==> src/rtl/ecpc_pkg.sv <==
package ecpc_pkg;

	// ==========================================================
	// register map (byte addresses)
	localparam logic [7:0] OFF_CTRL   = 8'h00;
	localparam logic [7:0] OFF_RELOAD = 8'h04;
	localparam logic [7:0] OFF_DELAY  = 8'h08;
	localparam logic [7:0] OFF_WIDTH  = 8'h0C;
	localparam logic [7:0] OFF_COUNT  = 8'h10;
	localparam logic [7:0] OFF_SAVE   = 8'h14;
	localparam logic [7:0] OFF_STATUS = 8'h18;

	// ==========================================================
	// widths and reset values
	localparam int          CNT_W      = 32;
	localparam logic [31:0] RST_WORD   = 32'h0000_0000;
	localparam logic [31:0] RST_DELAY  = 32'h0000_0001;
	localparam logic [31:0] RST_WIDTH  = 32'h0000_0001;

	// ==========================================================
	// input bit positions inside the synchroniser vector
	localparam int IN_A    = 0;
	localparam int IN_B    = 1;
	localparam int IN_Z    = 2;
	localparam int IN_GATE = 3;
	localparam int IN_AUX  = 4;
	localparam int IN_SCLK = 5;
	localparam int IN_TB   = 6;
	localparam int IN_N    = 7;

	// ==========================================================
	// operating modes (ctrl.mode)
	typedef enum logic [2:0] {
		MD_X1    = 3'h0,
		MD_X2    = 3'h1,
		MD_X4    = 3'h2,
		MD_TWOP  = 3'h3,
		MD_SEP1  = 3'h4,
		MD_SEPB  = 3'h5,
		MD_PULSE = 3'h6,
		MD_TRIG  = 3'h7
	} ecpc_mode_t;

	// sequencer states, one-hot
	typedef enum logic [5:0] {
		ST_IDLE = 6'h01,
		ST_WAIT = 6'h02,
		ST_RUN  = 6'h04,
		ST_HIGH = 6'h08,
		ST_GAP  = 6'h10,
		ST_DONE = 6'h20
	} ecpc_state_t;

	// control word, bit 31 downward to arm at bit 0
	typedef struct packed {
		logic [19:0] rsvd;
		logic        sclk_fall;
		logic        gate_fall;
		logic        aux_fall;
		logic        tb_fall;
		logic [1:0]  rl_phase;
		logic        rl_en;
		logic        sample_en;
		ecpc_mode_t  mode;
		logic        arm;
	} ecpc_ctrl_t;

	// stream word toward the dma engine
	typedef struct packed {
		logic             valid;
		logic [CNT_W-1:0] data;
	} ecpc_beat_t;

endpackage

==> src/rtl/ecpc_counter.sv <==
// Summary of operation
// - x1: A rise up, A fall down
// - x2: every A edge steps count
// - x4: every A or B edge steps
// - index high in phase loads reload value
// - reload phase selectable among four states
// - count step applied before reload
// - reload within one timebase period
// - two-pulse: A rise up, B rise down
// - no counting before software arms
// - sample clock captures count, never clears
// - sample clock edge selectable rise/fall
// - each sample handed to dma stream
// - first start edge begins count, later ignored
// - gate edge stops, latches save register
// - start and gate edges chosen independently
// - single mode waits for save read
// - buffered restarts on gate, streams result
// - pulse: delay edges then width edges high
// - timebase active edge selectable
// - triggered pulse: delay counted from gate
// - triggered pulse honours first trigger only
// - count register is 32 bits
//
// Added by the designer: the APB slave port and the address map.
`timescale 1ns/1ps

// ==========================================================
// synchroniser: two flops, plus a third stage for edge detection
module ecpc_sync #(
	parameter int W = 1
) (
	input  wire logic         pclk,
	input  wire logic         presetn,
	input  wire logic [W-1:0] din,
	output logic      [W-1:0] cur,
	output logic      [W-1:0] prv
);
	logic [W-1:0] meta_r;

	// only the second stage reads meta_r
	always_ff @(posedge pclk or negedge presetn) begin
		if (!presetn) begin
			meta_r <= '0;
			cur    <= '0;
			prv    <= '0;
		end else begin
			meta_r <= din;
			cur    <= meta_r;
			prv    <= cur;
		end
	end
endmodule

`timescale 1ns/1ps

// ==========================================================
// top: encoder, edge-separation and pulse counter with apb slave
module ecpc_counter #(
	parameter int CW = ecpc_pkg::CNT_W
) (
	input  wire logic          pclk,
	input  wire logic          presetn,
	input  wire logic          psel,
	input  wire logic          penable,
	input  wire logic          pwrite,
	input  wire logic [7:0]    paddr,
	input  wire logic [31:0]   pwdata,
	output logic      [31:0]   prdata,
	output logic               pready,
	output logic               pslverr,
	input  wire logic          enc_a,
	input  wire logic          enc_b,
	input  wire logic          enc_z,
	input  wire logic          gate_in,
	input  wire logic          aux_in,
	input  wire logic          sclk_in,
	input  wire logic          tb_in,
	output logic               pulse_out,
	output logic               dma_valid,
	output logic      [CW-1:0] dma_data,
	input  wire logic          dma_ready
);

	// ==========================================================
	// input conditioning
	logic [ecpc_pkg::IN_N-1:0] in_cur;
	logic [ecpc_pkg::IN_N-1:0] in_prv;
	logic [ecpc_pkg::IN_N-1:0] in_rise;
	logic [ecpc_pkg::IN_N-1:0] in_fall;

	ecpc_sync #(.W(ecpc_pkg::IN_N)) u_sync (
		.pclk    (pclk),
		.presetn (presetn),
		.din     ({tb_in, sclk_in, aux_in, gate_in, enc_z, enc_b, enc_a}),
		.cur     (in_cur),
		.prv     (in_prv)
	);

	assign in_rise = in_cur & ~in_prv;
	assign in_fall = ~in_cur & in_prv;

	// ==========================================================
	// registers
	ecpc_pkg::ecpc_ctrl_t  ctrl_r;
	logic [CW-1:0]         reload_r;
	logic [CW-1:0]         delay_r;
	logic [CW-1:0]         width_r;
	logic [CW-1:0]         cnt_r;
	logic [CW-1:0]         cnt_nxt;
	logic [CW-1:0]         save_r;
	ecpc_pkg::ecpc_state_t state_r;
	ecpc_pkg::ecpc_state_t state_nxt;
	ecpc_pkg::ecpc_beat_t  beat_r;
	logic                  done_r;
	logic                  ovr_r;
	logic                  pulse_r;

	logic apb_acc;
	logic wr_en;
	logic rd_en;
	logic hit;
	logic arm_go;
	logic save_rd;

	// access phase taken once; pready rises one cycle after penable
	assign apb_acc = psel & penable & ~pready;
	// a write lands only at the edge that also shows pready to the master
	assign wr_en   = psel & penable & pready & pwrite;
	assign rd_en   = apb_acc & ~pwrite;
	assign hit     = (paddr == ecpc_pkg::OFF_CTRL)   | (paddr == ecpc_pkg::OFF_RELOAD) |
	                 (paddr == ecpc_pkg::OFF_DELAY)  | (paddr == ecpc_pkg::OFF_WIDTH)  |
	                 (paddr == ecpc_pkg::OFF_COUNT)  | (paddr == ecpc_pkg::OFF_SAVE)   |
	                 (paddr == ecpc_pkg::OFF_STATUS);
	assign arm_go  = wr_en & (paddr == ecpc_pkg::OFF_CTRL) & pwdata[0] & ~ctrl_r.arm;
	assign save_rd = rd_en & (paddr == ecpc_pkg::OFF_SAVE);

	// ==========================================================
	// event decode
	logic mode_pos;
	logic armed;
	logic a_edge;
	logic b_edge;
	logic dir_a;
	logic dir_b;
	logic step_up;
	logic step_dn;
	logic rld_hit;
	logic tb_act;
	logic gate_act;
	logic aux_act;
	logic samp_act;

	assign armed    = ctrl_r.arm;
	assign mode_pos = (ctrl_r.mode == ecpc_pkg::MD_X1) | (ctrl_r.mode == ecpc_pkg::MD_X2) |
	                  (ctrl_r.mode == ecpc_pkg::MD_X4) | (ctrl_r.mode == ecpc_pkg::MD_TWOP);
	assign a_edge   = in_cur[ecpc_pkg::IN_A] ^ in_prv[ecpc_pkg::IN_A];
	assign b_edge   = in_cur[ecpc_pkg::IN_B] ^ in_prv[ecpc_pkg::IN_B];
	// a leading b: an A edge ends with A != B, a B edge ends with A == B
	assign dir_a    = in_cur[ecpc_pkg::IN_A] ^ in_cur[ecpc_pkg::IN_B];
	assign dir_b    = ~(in_cur[ecpc_pkg::IN_A] ^ in_cur[ecpc_pkg::IN_B]);
	assign tb_act   = ctrl_r.tb_fall ? in_fall[ecpc_pkg::IN_TB] : in_rise[ecpc_pkg::IN_TB];
	assign gate_act = ctrl_r.gate_fall ? in_fall[ecpc_pkg::IN_GATE]
	                                   : in_rise[ecpc_pkg::IN_GATE];
	assign aux_act  = ctrl_r.aux_fall ? in_fall[ecpc_pkg::IN_AUX] : in_rise[ecpc_pkg::IN_AUX];
	assign samp_act = ctrl_r.sclk_fall ? in_fall[ecpc_pkg::IN_SCLK]
	                                   : in_rise[ecpc_pkg::IN_SCLK];

	// quadrature and two-pulse step decode
	always_comb begin
		step_up = 1'b0;
		step_dn = 1'b0;
		case (ctrl_r.mode)
			ecpc_pkg::MD_X1: begin
				step_up = in_rise[ecpc_pkg::IN_A] & dir_a;
				step_dn = in_fall[ecpc_pkg::IN_A] & ~dir_a;
			end
			ecpc_pkg::MD_X2: begin
				step_up = a_edge & dir_a;
				step_dn = a_edge & ~dir_a;
			end
			ecpc_pkg::MD_X4: begin
				step_up = (a_edge & dir_a) | (b_edge & ~a_edge & dir_b);
				step_dn = (a_edge & ~dir_a) | (b_edge & ~a_edge & ~dir_b);
			end
			ecpc_pkg::MD_TWOP: begin
				// simultaneous rises on both channels cancel out
				step_up = in_rise[ecpc_pkg::IN_A] & ~in_rise[ecpc_pkg::IN_B];
				step_dn = in_rise[ecpc_pkg::IN_B] & ~in_rise[ecpc_pkg::IN_A];
			end
			default: begin
				step_up = 1'b0;
				step_dn = 1'b0;
			end
		endcase
	end

	// index reload: phase decoded from the synchronised A/B pair
	assign rld_hit = ctrl_r.rl_en & (ctrl_r.mode != ecpc_pkg::MD_TWOP) & mode_pos &
	                 ({in_cur[ecpc_pkg::IN_A], in_cur[ecpc_pkg::IN_B]} == ctrl_r.rl_phase) &
	                 in_cur[ecpc_pkg::IN_Z];

	// ==========================================================
	// counter and sequencer next state
	always_comb begin
		cnt_nxt   = cnt_r;
		state_nxt = state_r;
		if (arm_go) begin
			cnt_nxt = '0;
			case (pwdata[3:1])
				ecpc_pkg::MD_SEP1,
				ecpc_pkg::MD_SEPB,
				ecpc_pkg::MD_TRIG:  state_nxt = ecpc_pkg::ST_WAIT;
				ecpc_pkg::MD_PULSE: state_nxt = ecpc_pkg::ST_RUN;
				default:            state_nxt = ecpc_pkg::ST_IDLE;
			endcase
		end else if (!armed) begin
			state_nxt = ecpc_pkg::ST_IDLE;
		end else if (mode_pos) begin
			if (step_up)
				cnt_nxt = cnt_r + 1'b1;
			else if (step_dn)
				cnt_nxt = cnt_r - 1'b1;
			// reload overrides after the step; same cycle as the phase is seen
			if (rld_hit)
				cnt_nxt = reload_r;
		end else begin
			case (state_r)
				ecpc_pkg::ST_WAIT: begin
					if ((ctrl_r.mode == ecpc_pkg::MD_TRIG) && gate_act) begin
						cnt_nxt   = '0;
						state_nxt = ecpc_pkg::ST_RUN;
					end else if ((ctrl_r.mode != ecpc_pkg::MD_TRIG) && aux_act) begin
						cnt_nxt   = '0;
						state_nxt = ecpc_pkg::ST_RUN;
					end
				end
				ecpc_pkg::ST_RUN: begin
					if (ctrl_r.mode == ecpc_pkg::MD_SEP1 || ctrl_r.mode == ecpc_pkg::MD_SEPB) begin
						// later start edges fall through unused here
						if (gate_act)
							state_nxt = (ctrl_r.mode == ecpc_pkg::MD_SEP1) ? ecpc_pkg::ST_DONE
							                                                : ecpc_pkg::ST_GAP;
						else if (tb_act)
							cnt_nxt = cnt_r + 1'b1;
					end else if (cnt_r == delay_r) begin
						cnt_nxt   = '0;
						state_nxt = ecpc_pkg::ST_HIGH;
					end else if (tb_act) begin
						cnt_nxt = cnt_r + 1'b1;
					end
				end
				ecpc_pkg::ST_HIGH: begin
					if (cnt_r == width_r)
						state_nxt = ecpc_pkg::ST_DONE;
					else if (tb_act)
						cnt_nxt = cnt_r + 1'b1;
				end
				ecpc_pkg::ST_GAP: begin
					cnt_nxt = '0;
					if (gate_act)
						state_nxt = ecpc_pkg::ST_RUN;
				end
				ecpc_pkg::ST_DONE: begin
					// single separation rearms only after software has the result
					if (save_rd && ctrl_r.mode == ecpc_pkg::MD_SEP1)
						state_nxt = ecpc_pkg::ST_WAIT;
				end
				default: state_nxt = ecpc_pkg::ST_IDLE;
			endcase
		end
	end

	// count and sequencer state
	always_ff @(posedge pclk or negedge presetn) begin
		if (!presetn) begin
			cnt_r   <= ecpc_pkg::RST_WORD;
			state_r <= ecpc_pkg::ST_IDLE;
		end else begin
			cnt_r   <= cnt_nxt;
			state_r <= state_nxt;
		end
	end

	// save register latches the measured interval
	always_ff @(posedge pclk or negedge presetn) begin
		if (!presetn)
			save_r <= ecpc_pkg::RST_WORD;
		else if (armed && !arm_go && state_r == ecpc_pkg::ST_RUN && gate_act &&
		         (ctrl_r.mode == ecpc_pkg::MD_SEP1 || ctrl_r.mode == ecpc_pkg::MD_SEPB))
			save_r <= cnt_r;
	end

	// pulse output follows the high state, registered
	always_ff @(posedge pclk or negedge presetn) begin
		if (!presetn)
			pulse_r <= 1'b0;
		else
			pulse_r <= (state_nxt == ecpc_pkg::ST_HIGH);
	end

	// ==========================================================
	// dma stream: one word register; a new capture overwrites and flags overrun
	logic cap_samp;
	logic cap_sep;

	assign cap_samp = armed & !arm_go & mode_pos & ctrl_r.sample_en & samp_act;
	assign cap_sep  = armed & !arm_go & (ctrl_r.mode == ecpc_pkg::MD_SEPB) &
	                  (state_r == ecpc_pkg::ST_RUN) & gate_act;

	always_ff @(posedge pclk or negedge presetn) begin
		if (!presetn) begin
			beat_r <= '0;
		end else if (cap_samp) begin
			beat_r.valid <= 1'b1;
			beat_r.data  <= cnt_nxt;
		end else if (cap_sep) begin
			beat_r.valid <= 1'b1;
			beat_r.data  <= cnt_r;
		end else if (dma_ready) begin
			beat_r.valid <= 1'b0;
		end
	end

	// sticky flags: hardware set beats a same-cycle write-one clear
	always_ff @(posedge pclk or negedge presetn) begin
		if (!presetn) begin
			done_r <= 1'b0;
			ovr_r  <= 1'b0;
		end else begin
			if (state_nxt == ecpc_pkg::ST_DONE && state_r != ecpc_pkg::ST_DONE)
				done_r <= 1'b1;
			else if (wr_en && paddr == ecpc_pkg::OFF_STATUS && pwdata[0])
				done_r <= 1'b0;
			if ((cap_samp || cap_sep) && beat_r.valid && !dma_ready)
				ovr_r <= 1'b1;
			else if (wr_en && paddr == ecpc_pkg::OFF_STATUS && pwdata[1])
				ovr_r <= 1'b0;
		end
	end

	// ==========================================================
	// apb slave: writable registers
	always_ff @(posedge pclk or negedge presetn) begin
		if (!presetn) begin
			ctrl_r   <= ecpc_pkg::RST_WORD;
			reload_r <= ecpc_pkg::RST_WORD;
			delay_r  <= ecpc_pkg::RST_DELAY;
			width_r  <= ecpc_pkg::RST_WIDTH;
		end else if (wr_en) begin
			case (paddr)
				ecpc_pkg::OFF_CTRL:   ctrl_r   <= {20'h00000, pwdata[11:0]};
				ecpc_pkg::OFF_RELOAD: reload_r <= pwdata;
				ecpc_pkg::OFF_DELAY:  delay_r  <= pwdata;
				ecpc_pkg::OFF_WIDTH:  width_r  <= pwdata;
				default:              ;
			endcase
		end
	end

	// read data, ready and error are all registered
	always_ff @(posedge pclk or negedge presetn) begin
		if (!presetn) begin
			prdata  <= ecpc_pkg::RST_WORD;
			pready  <= 1'b0;
			pslverr <= 1'b0;
		end else begin
			pready  <= apb_acc;
			pslverr <= apb_acc & ~hit;
			prdata  <= ecpc_pkg::RST_WORD;
			if (rd_en) begin
				case (paddr)
					ecpc_pkg::OFF_CTRL:   prdata <= ctrl_r;
					ecpc_pkg::OFF_RELOAD: prdata <= reload_r;
					ecpc_pkg::OFF_DELAY:  prdata <= delay_r;
					ecpc_pkg::OFF_WIDTH:  prdata <= width_r;
					ecpc_pkg::OFF_COUNT:  prdata <= cnt_r;
					ecpc_pkg::OFF_SAVE:   prdata <= save_r;
					ecpc_pkg::OFF_STATUS: prdata <= {18'h00000, state_r, 4'h0, pulse_r,
					                                 beat_r.valid, ovr_r, done_r};
					default:              prdata <= ecpc_pkg::RST_WORD;
				endcase
			end
		end
	end

	assign pulse_out = pulse_r;
	assign dma_valid = beat_r.valid;
	assign dma_data  = beat_r.data;
endmodule

==> config.mk <==
export PLATFORM = sky130hd
export DESIGN_NAME = ecpc_counter
export DESIGN_NICKNAME = d
export VERILOG_FILES = /design/src/rtl/ecpc_pkg.sv /design/src/rtl/ecpc_counter.sv
export SDC_FILE = /design/constraint.sdc
export NUM_CORES = 1
export LEC_CHECK = 0
export BUFFER_PORTS_ARGS = -buffer_cell sky130_fd_sc_hd__buf_4
export CORE_ASPECT_RATIO = 1.75
export CORE_MARGIN = 2
export CORE_UTILIZATION = 45
export DETAILED_ROUTE_END_ITERATION = 16
export PLACE_DENSITY = 0.61
export SLEW_MARGIN = 20
export SYNTH_ARGS = -nofsm -noshare
export SYNTH_HDL_FRONTEND = slang
export SYNTH_SLANG_ARGS = --single-unit
==> constraint.sdc <==
create_clock -name pclk -period 4.3 [get_ports pclk]
set_input_delay 0.215 -clock pclk [delete_from_list [all_inputs] [get_ports pclk]]
set_output_delay 0.215 -clock pclk [all_outputs]
set_load 0.02 [all_outputs]
* After elaboration in Yosys (flattened, before gate mapping)
Cells that the tools add are included.
Widths: inputs -> output; s select.
** Word-level totals
- Register bits after elaboration :: 269
- Input port bits :: 53
- Output and inout port bits :: 68
** Operators by class
- $add $sub $neg :: 2
- Equality and inequality tests :: 29
- Mux-type cells :: 44
- Bitwise operators :: 56
- Reduce and logical (&&, ||, !) cells :: 28
** Operators by type and width (number)
- $mux 32 :: 15
- $pmux 32 s7 :: 1
- $pmux 32 s4 :: 1
- $mux 6 :: 12
- $eq 32x32->1 :: 2
- $mux 33 :: 1
- $add 32x1->32 const B :: 1
- $sub 32x1->32 const B :: 1
- $and 1x1->1 :: 30
- $pmux 6 s5 :: 1
- $eq 8x5->1 const B :: 3
- $eq 3x3->1 const B :: 7
- $eq 8x4->1 const B :: 2
- $and 7x7->7 :: 2
- $not 7->7 :: 2
- $logic_and 1x1->1 :: 13
- $eq 6x4->1 const B :: 2
- $eq 6x6->1 const B :: 2
- $or 1x1->1 :: 11
- $mux 1 :: 10
- $eq 8x3->1 const B :: 1
- $logic_not 8->1 :: 1
- $not 1->1 :: 8
- $pmux 1 s4 :: 2
- other kinds (18) :: 28

* Depth between registers and ports, before layout
- Word-level depth :: 15
- Depth in mapped cells :: 12
- Gate-level depth less buffers :: 10

* Modules after synthesis
A second synthesis with hierarchy kept.
** Second synthesis, totals
- Cell total of the unflattened synthesis :: 1480
- Area total of the unflattened synthesis :: 14762.9 um^2
** Modules (own cells, without submodules)
- ecpc_counter :: times used 1, cells an instance 1459, area each 14237.4 um^2, seq. area each 6209.7 um^2
- ecpc_sync :: times used 1, cells an instance 21, area each 525.5 um^2, seq. area each 525.5 um^2

* Worst setup path before layout
No wires, ideal clock.
- Path type :: register to register
- Start point :: register u_sync.cur[0]
- End point :: register beat_r, in the netlist dma_data[14]
- Library setup time :: 0.140 ns
- Arrival time :: 2.504 ns
- Slack :: 1.656 ns
- Stages on the path, launching flop included :: 12
- Path buffers :: 2
- Period minus slack after synthesis :: 2.644 ns
- Cells stage by stage :: dfrtp_1 > inv_1 > ha_1 > and2_1 > o32a_1 > or3_1 > nand2_1 > buf_2 > buf_4 > a21oi_1 > o311ai_0 > o21ai_0
** On the way
- Cells in the longest elaborated chain, start to end :: 13
- Elaborated cells between the ends (all ways) :: 31
** Ends and longest elaborated chain
- start, declared :: RTL line ecpc_counter.sv:36 : output logic [W-1:0] cur,
- start signal, assigned :: RTL line ecpc_counter.sv:49 : cur <= meta_r;
- $xor 1x1->1 :: RTL line ecpc_counter.sv:157 : assign a_edge = in_cur[ecpc_pkg::IN_A] ^ in_prv[ecpc_pkg::IN_A];
- $not 1->1 :: RTL line ecpc_counter.sv:183, ecpc_counter.sv:184
- $and 1x1->1 :: RTL line ecpc_counter.sv:183, ecpc_counter.sv:184
- $and 1x1->1 :: RTL line ecpc_counter.sv:184 : step_dn = (a_edge & ~dir_a) | (b_edge & ~a_edge & ~dir_b);
- $or 1x1->1 :: RTL line ecpc_counter.sv:184
- $pmux 1 s4 :: RTL line ecpc_counter.sv:173 : case (ctrl_r.mode)
- $mux 32 :: RTL line ecpc_counter.sv:222 : else if (step_dn)
- $mux 32 :: RTL line ecpc_counter.sv:220 : if (step_up)
- $mux 32 (*) :: RTL line ecpc_counter.sv:225 : if (rld_hit)
- $mux 32 (*) :: RTL line ecpc_counter.sv:219 : end else if (mode_pos) begin
- $mux 32 (*) :: RTL line ecpc_counter.sv:217 : end else if (!armed) begin
- $mux 32 (*) :: RTL line ecpc_counter.sv:208 : if (arm_go) begin
- $mux 33 (*) :: RTL line ecpc_counter.sv:314 : end else if (cap_samp) begin
- end, declared :: RTL line ecpc_counter.sv:114 : ecpc_pkg::ecpc_beat_t beat_r;
Every way passes the cells marked *; elsewhere a longest branch is shown, timed or not.
A chain may end at the register's enable or synchronous reset.

* Worst setup path after layout
- Start point :: register cnt_r[28]
- End point :: register cnt_r[4]
** On the way
- Cells in the longest elaborated chain, start to end :: 7
- Elaborated cells between the ends (all ways) :: 9
** Ends and longest elaborated chain
- start, declared :: RTL line ecpc_counter.sv:109 : logic [CW-1:0] cnt_r;
- start signal, assigned :: RTL line ecpc_counter.sv:277 : cnt_r <= ecpc_pkg::RST_WORD;
- start signal, assigned :: RTL line ecpc_counter.sv:280 : cnt_r <= cnt_nxt;
- $eq 32x32->1 :: RTL line ecpc_counter.sv:246 : end else if (cnt_r == delay_r) begin
- $mux 32 :: RTL line ecpc_counter.sv:246
- $mux 32 :: RTL line ecpc_counter.sv:239 : if (ctrl_r.mode == ecpc_pkg::MD_SEP1 || ctrl_r.mode == ecpc_pkg::MD_SEPB) begin
- $pmux 32 s4 (*) :: RTL line ecpc_counter.sv:228 : case (state_r)
- $mux 32 (*) :: RTL line ecpc_counter.sv:219
- $mux 32 (*) :: RTL line ecpc_counter.sv:217
- $mux 32 (*) :: RTL line ecpc_counter.sv:208
- named net cnt_nxt[4] :: RTL line ecpc_counter.sv:110 : logic [CW-1:0] cnt_nxt;
The timed path passes the listed nets; every way through them passes the cells marked *.

==> results_dict.tcl <==
set metrics [dict create \
    status "finished clean" \
    ios 121 \
    slew_headroom_pct 25.0 \
    synth_ff_type "dfrtp_1" \
    grt_overflow_total 0 \
    synth-compound-area-share_pct 17.9 \
    root_buffer "clkbuf_16" \
    synth_xor_xnor_area_share_pct 5.86 \
    dr_total_vias 13712 \
    finalSetupViolCount 0 \
    rows 88 \
    vias_per_cell 6.66 \
    core_area_um2 32800 \
    fin_skew_ns 0.0176 \
    drt_iter0_markers 1127 \
    fin_crit_sh_pct 92.3 \
    synth_mux_area_share_pct 12.6 \
    grt_pass1_wl_um 98200 \
    ys_seq_elements 268 \
    clock_latency_ns 0.59 \
    initial_core_util_pct 45.6 \
    ir_drop_mv 0.358 \
    grt.total_usage_pct 39.5 \
    crit_type "register to register" \
    dpl_cell_area_um2 16600 \
    portBuffers 120 \
    worst-path-max-fanout 17 \
    dieArea_um2 34800 \
    chipHeight_um 245 \
    synthCells 1470 \
    grt_pass1_vias 14264 \
    synthesis.area_um2 15000 \
    synth_edf_count 0 \
    whs_ns 0.0784 \
    min_period_ns 3.97 \
    cts_tree "yes" \
    routabilityCongestion 1.01 \
    avgSynthCellArea_um2 10.2 \
    yosysWarnings 0 \
    numCtsBuffers 26 \
    hp-start "paddr[3]" \
    fillCellCount 2987 \
    r2r_end "cnt_r[4]" \
    async_flop_share_pct 100 \
    worstRegToRegCells 10 \
    cp_top_family "simple AND/OR/NAND/NOR gates" \
    grt_max_degree 100 \
    hp-class "input pin to register" \
    crit_required_ns 4.75 \
    holdPathStages 3 \
    cts-htree-levels 1 \
    yosysSeqAreaShare_pct 44.9 \
    crit_path_cell_trace "xnor2_1, nand4_1, nor4_1, nand3_1, a32oi_2, buf_4, buf_4, o21ai_0, o21ai_0, nor3_1" \
    area_delta_synth_final_pct 19.8 \
    p_leak_nw 7.90 \
    ff2ff_setup_slack_ns 0.33 \
    synth_top_family_by_area "compound AO/OA/AOI/OAI gates" \
    fin_setup_tns_ns 0 \
    cap_violations 0 \
    synthAdderAreaFrac_pct 0.418 \
    syn-num-nets 1528 \
    arrival_ns 4.42 \
    wl_um 68600 \
    min_to "pslverr" \
    cts_buffer_depth 3 \
    slew_viol_final 0 \
    final_util_pct 54.6 \
    die_x_um 142 \
    antenna_found_initial 1 \
    synthSimpleGateAreaFrac_pct 14.6 \
    yosys.cell_types.count 91 \
    hold_viol 0 \
    cpPeakStageDelay_ns 0.66 \
    rsz0062_at_grt "no" \
    worstMarginPinSlew_ns 1.12 \
    ant_nets 0 \
    cts_sinks 268 \
    path_clk_slew_ns 0.07 \
    dp_hpwl_um 50800 \
    num-nets-final 1692 \
    critPathBufInv 2 \
    start_kind "register" \
    end_kind "register" \
    design_area_um2 17900 \
    routedWlPerCell_um 33.3 \
    finalPower_mw 5.53 \
    drive_gt1_share_pct 26.7 \
    drtPass1Iterations 8 \
    drc 0 \
    reg2reg_from "cnt_r[28]" \
    maxClockFrequency_mhz 252 \
    cellPowerDensity_nw_per_um2 309 \
    cts_setup_buffers 0 \
    crit_slowest_cell "a32oi_2" \
]
[layer usage]
metal	wire, um	track usage [%]	share of wire, %	up-vias
li1	-	-	-	5782
met1	22700	41.2	33	6925
met2	33800	67.9	49	708
met3	3930	5.29	5.7	297
met4	8190	36.9	12	0
met5	0	0	0	-
[Yosys cell counts (all sizes together), types with 14 or more instances]
cell | n | area, um^2
dfrtp | 265 | 6630
mux2 | 156 | 1760
nand2 | 135 | 507
xnor2 | 92 | 806
nor2 | 81 | 309
a21oi | 77 | 389
o21ai | 73 | 365
clkbuf | 67 | 251
a22oi | 42 | 315
buf | 42 | 213
nand3 | 36 | 180
nor3 | 36 | 200
nand4 | 28 | 181
inv | 26 | 97.6
a222oi | 25 | 250
and3 | 18 | 113
nor4 | 18 | 134
a21o | 16 | 121
a211oi | 14 | 105
[worst register-to-register path, delay by kind of cell, from the launching register on]
| kind | cells | cell delay, ns |
|---|---|---|
| flops | 1 | 0.59 |
| simple gates | 4 | 1.16 |
| xor+xnor | 1 | 0.55 |
| buf+inv | 2 | 0.60 |
| compound gates | 3 | 0.96 |
[state kept, by name, summed over array words and instances (netlist names)]
| name | cells |
|---|---|
| prdata | 32 |
| delay_r | 32 |
| ctrl_r | 11 |
| dma_data | 32 |
| cnt_r | 32 |
| pslverr | 1 |
| u_sync.meta_r | 7 |
| pready | 1 |
| reload_r | 32 |
| ovr_r | 1 |
| pulse_out | 1 |
| state_r | 6 |
| dma_valid | 1 |
| done_r | 1 |
| u_sync.cur | 7 |
| width_r | 32 |
| save_r | 32 |
| armed | 1 |
| u_sync.prv | 6 |
[worst max-delay path by stage]
| stage | start | endpoint | slack (ns) | depth (start not counted) |
|---|---|---|---|---|
| 2_1_floorplan | u_sync.cur[0] | dma_data[14] | 1.66 | 11 |
| 3_3_place_gp | cnt_r[15] | cnt_r[4] | 0.62 | 10 |
| 3_5_place_dp | cnt_r[15] | cnt_r[4] | 0.66 | 10 |
| 4_1_cts | cnt_r[15] | cnt_r[4] | 0.62 | 10 |
| 5_1_grt | cnt_r[28] | cnt_r[4] | 0.43 | 10 |
| 6_report | cnt_r[28] | cnt_r[4] | 0.33 | 10 |
[cells in the final DEF (no fill, tap or decap), types with 14 or more instances in the layout]
cell,Yosys,routed
a21oi_1,76,76
nand3_1,36,36
mux2_2,156,156
a22oi_1,42,42
dfrtp_1,265,265
clkbuf_16,0,26
nor3_1,32,31
inv_1,24,24
and3_1,18,18
o21ai_0,70,70
a222oi_1,25,25
a211oi_1,14,14
nand2_1,135,135
buf_4,4,197
a21o_1,15,15
dlygate4sd3_1,0,44
xnor2_1,92,92
nand4_1,27,27
nor2_1,79,77
nor4_1,16,16
[per-stage QoR]
step | std cells | setup slack (ns)
floorplan | 1470 | 1.66
global placement | 1967 | 0.622
detailed placement | 1967 | 0.657
CTS | 2059 | 0.625
global route | 2059 | 0.431
finish | 2060 | 0.330
[cells by family (layout without fill, tap and decap cells)]
| family | count (synthesis) | count (layout) |
|---|---|---|
| xor+xnor | 100 | 100 |
| simple gates | 429 | 429 |
| flops | 268 | 268 |
| mux | 163 | 163 |
| fa+ha+maj | 5 | 5 |
| buf+inv | 135 | 319 |
| other cells | 0 | 1 |
| compound gates | 370 | 370 |
[cell type report]
| class | instances | area, um^2 | share of cell area (%) |
|---|---|---|---|
| Multi-Input combinational cell | 1067 | 7710 | 43.1 |
| Sequential cell | 268 | 6710 | 37.5 |
| Timing Repair Buffer | 245 | 1990 | 11.1 |
| Clock buffer | 38 | 726 | 4.05 |
| Tap cell | 405 | 507 | 2.83 |
| Clock inverter | 10 | 161 | 0.901 |
| Inverter | 26 | 97.6 | 0.545 |
| Antenna cell | 1 | 2.50 | 0.0140 |
[report_power, final]
group	internal [mW]	switching (mW)	total [mW]
Sequential	2.55	0.0761	2.63
Clock	1.36	1.08	2.44
Combinational	0.183	0.288	0.470
[what timing repair did]
| item | in CTS | in global routing |
|---|---|---|
| hold buffers | 44 | 0 |
| resized for setup | 0 | 0 |
| hold endpoints to repair | 216 | 0 |
Note: power is estimated with default switching activity, not from simulation.
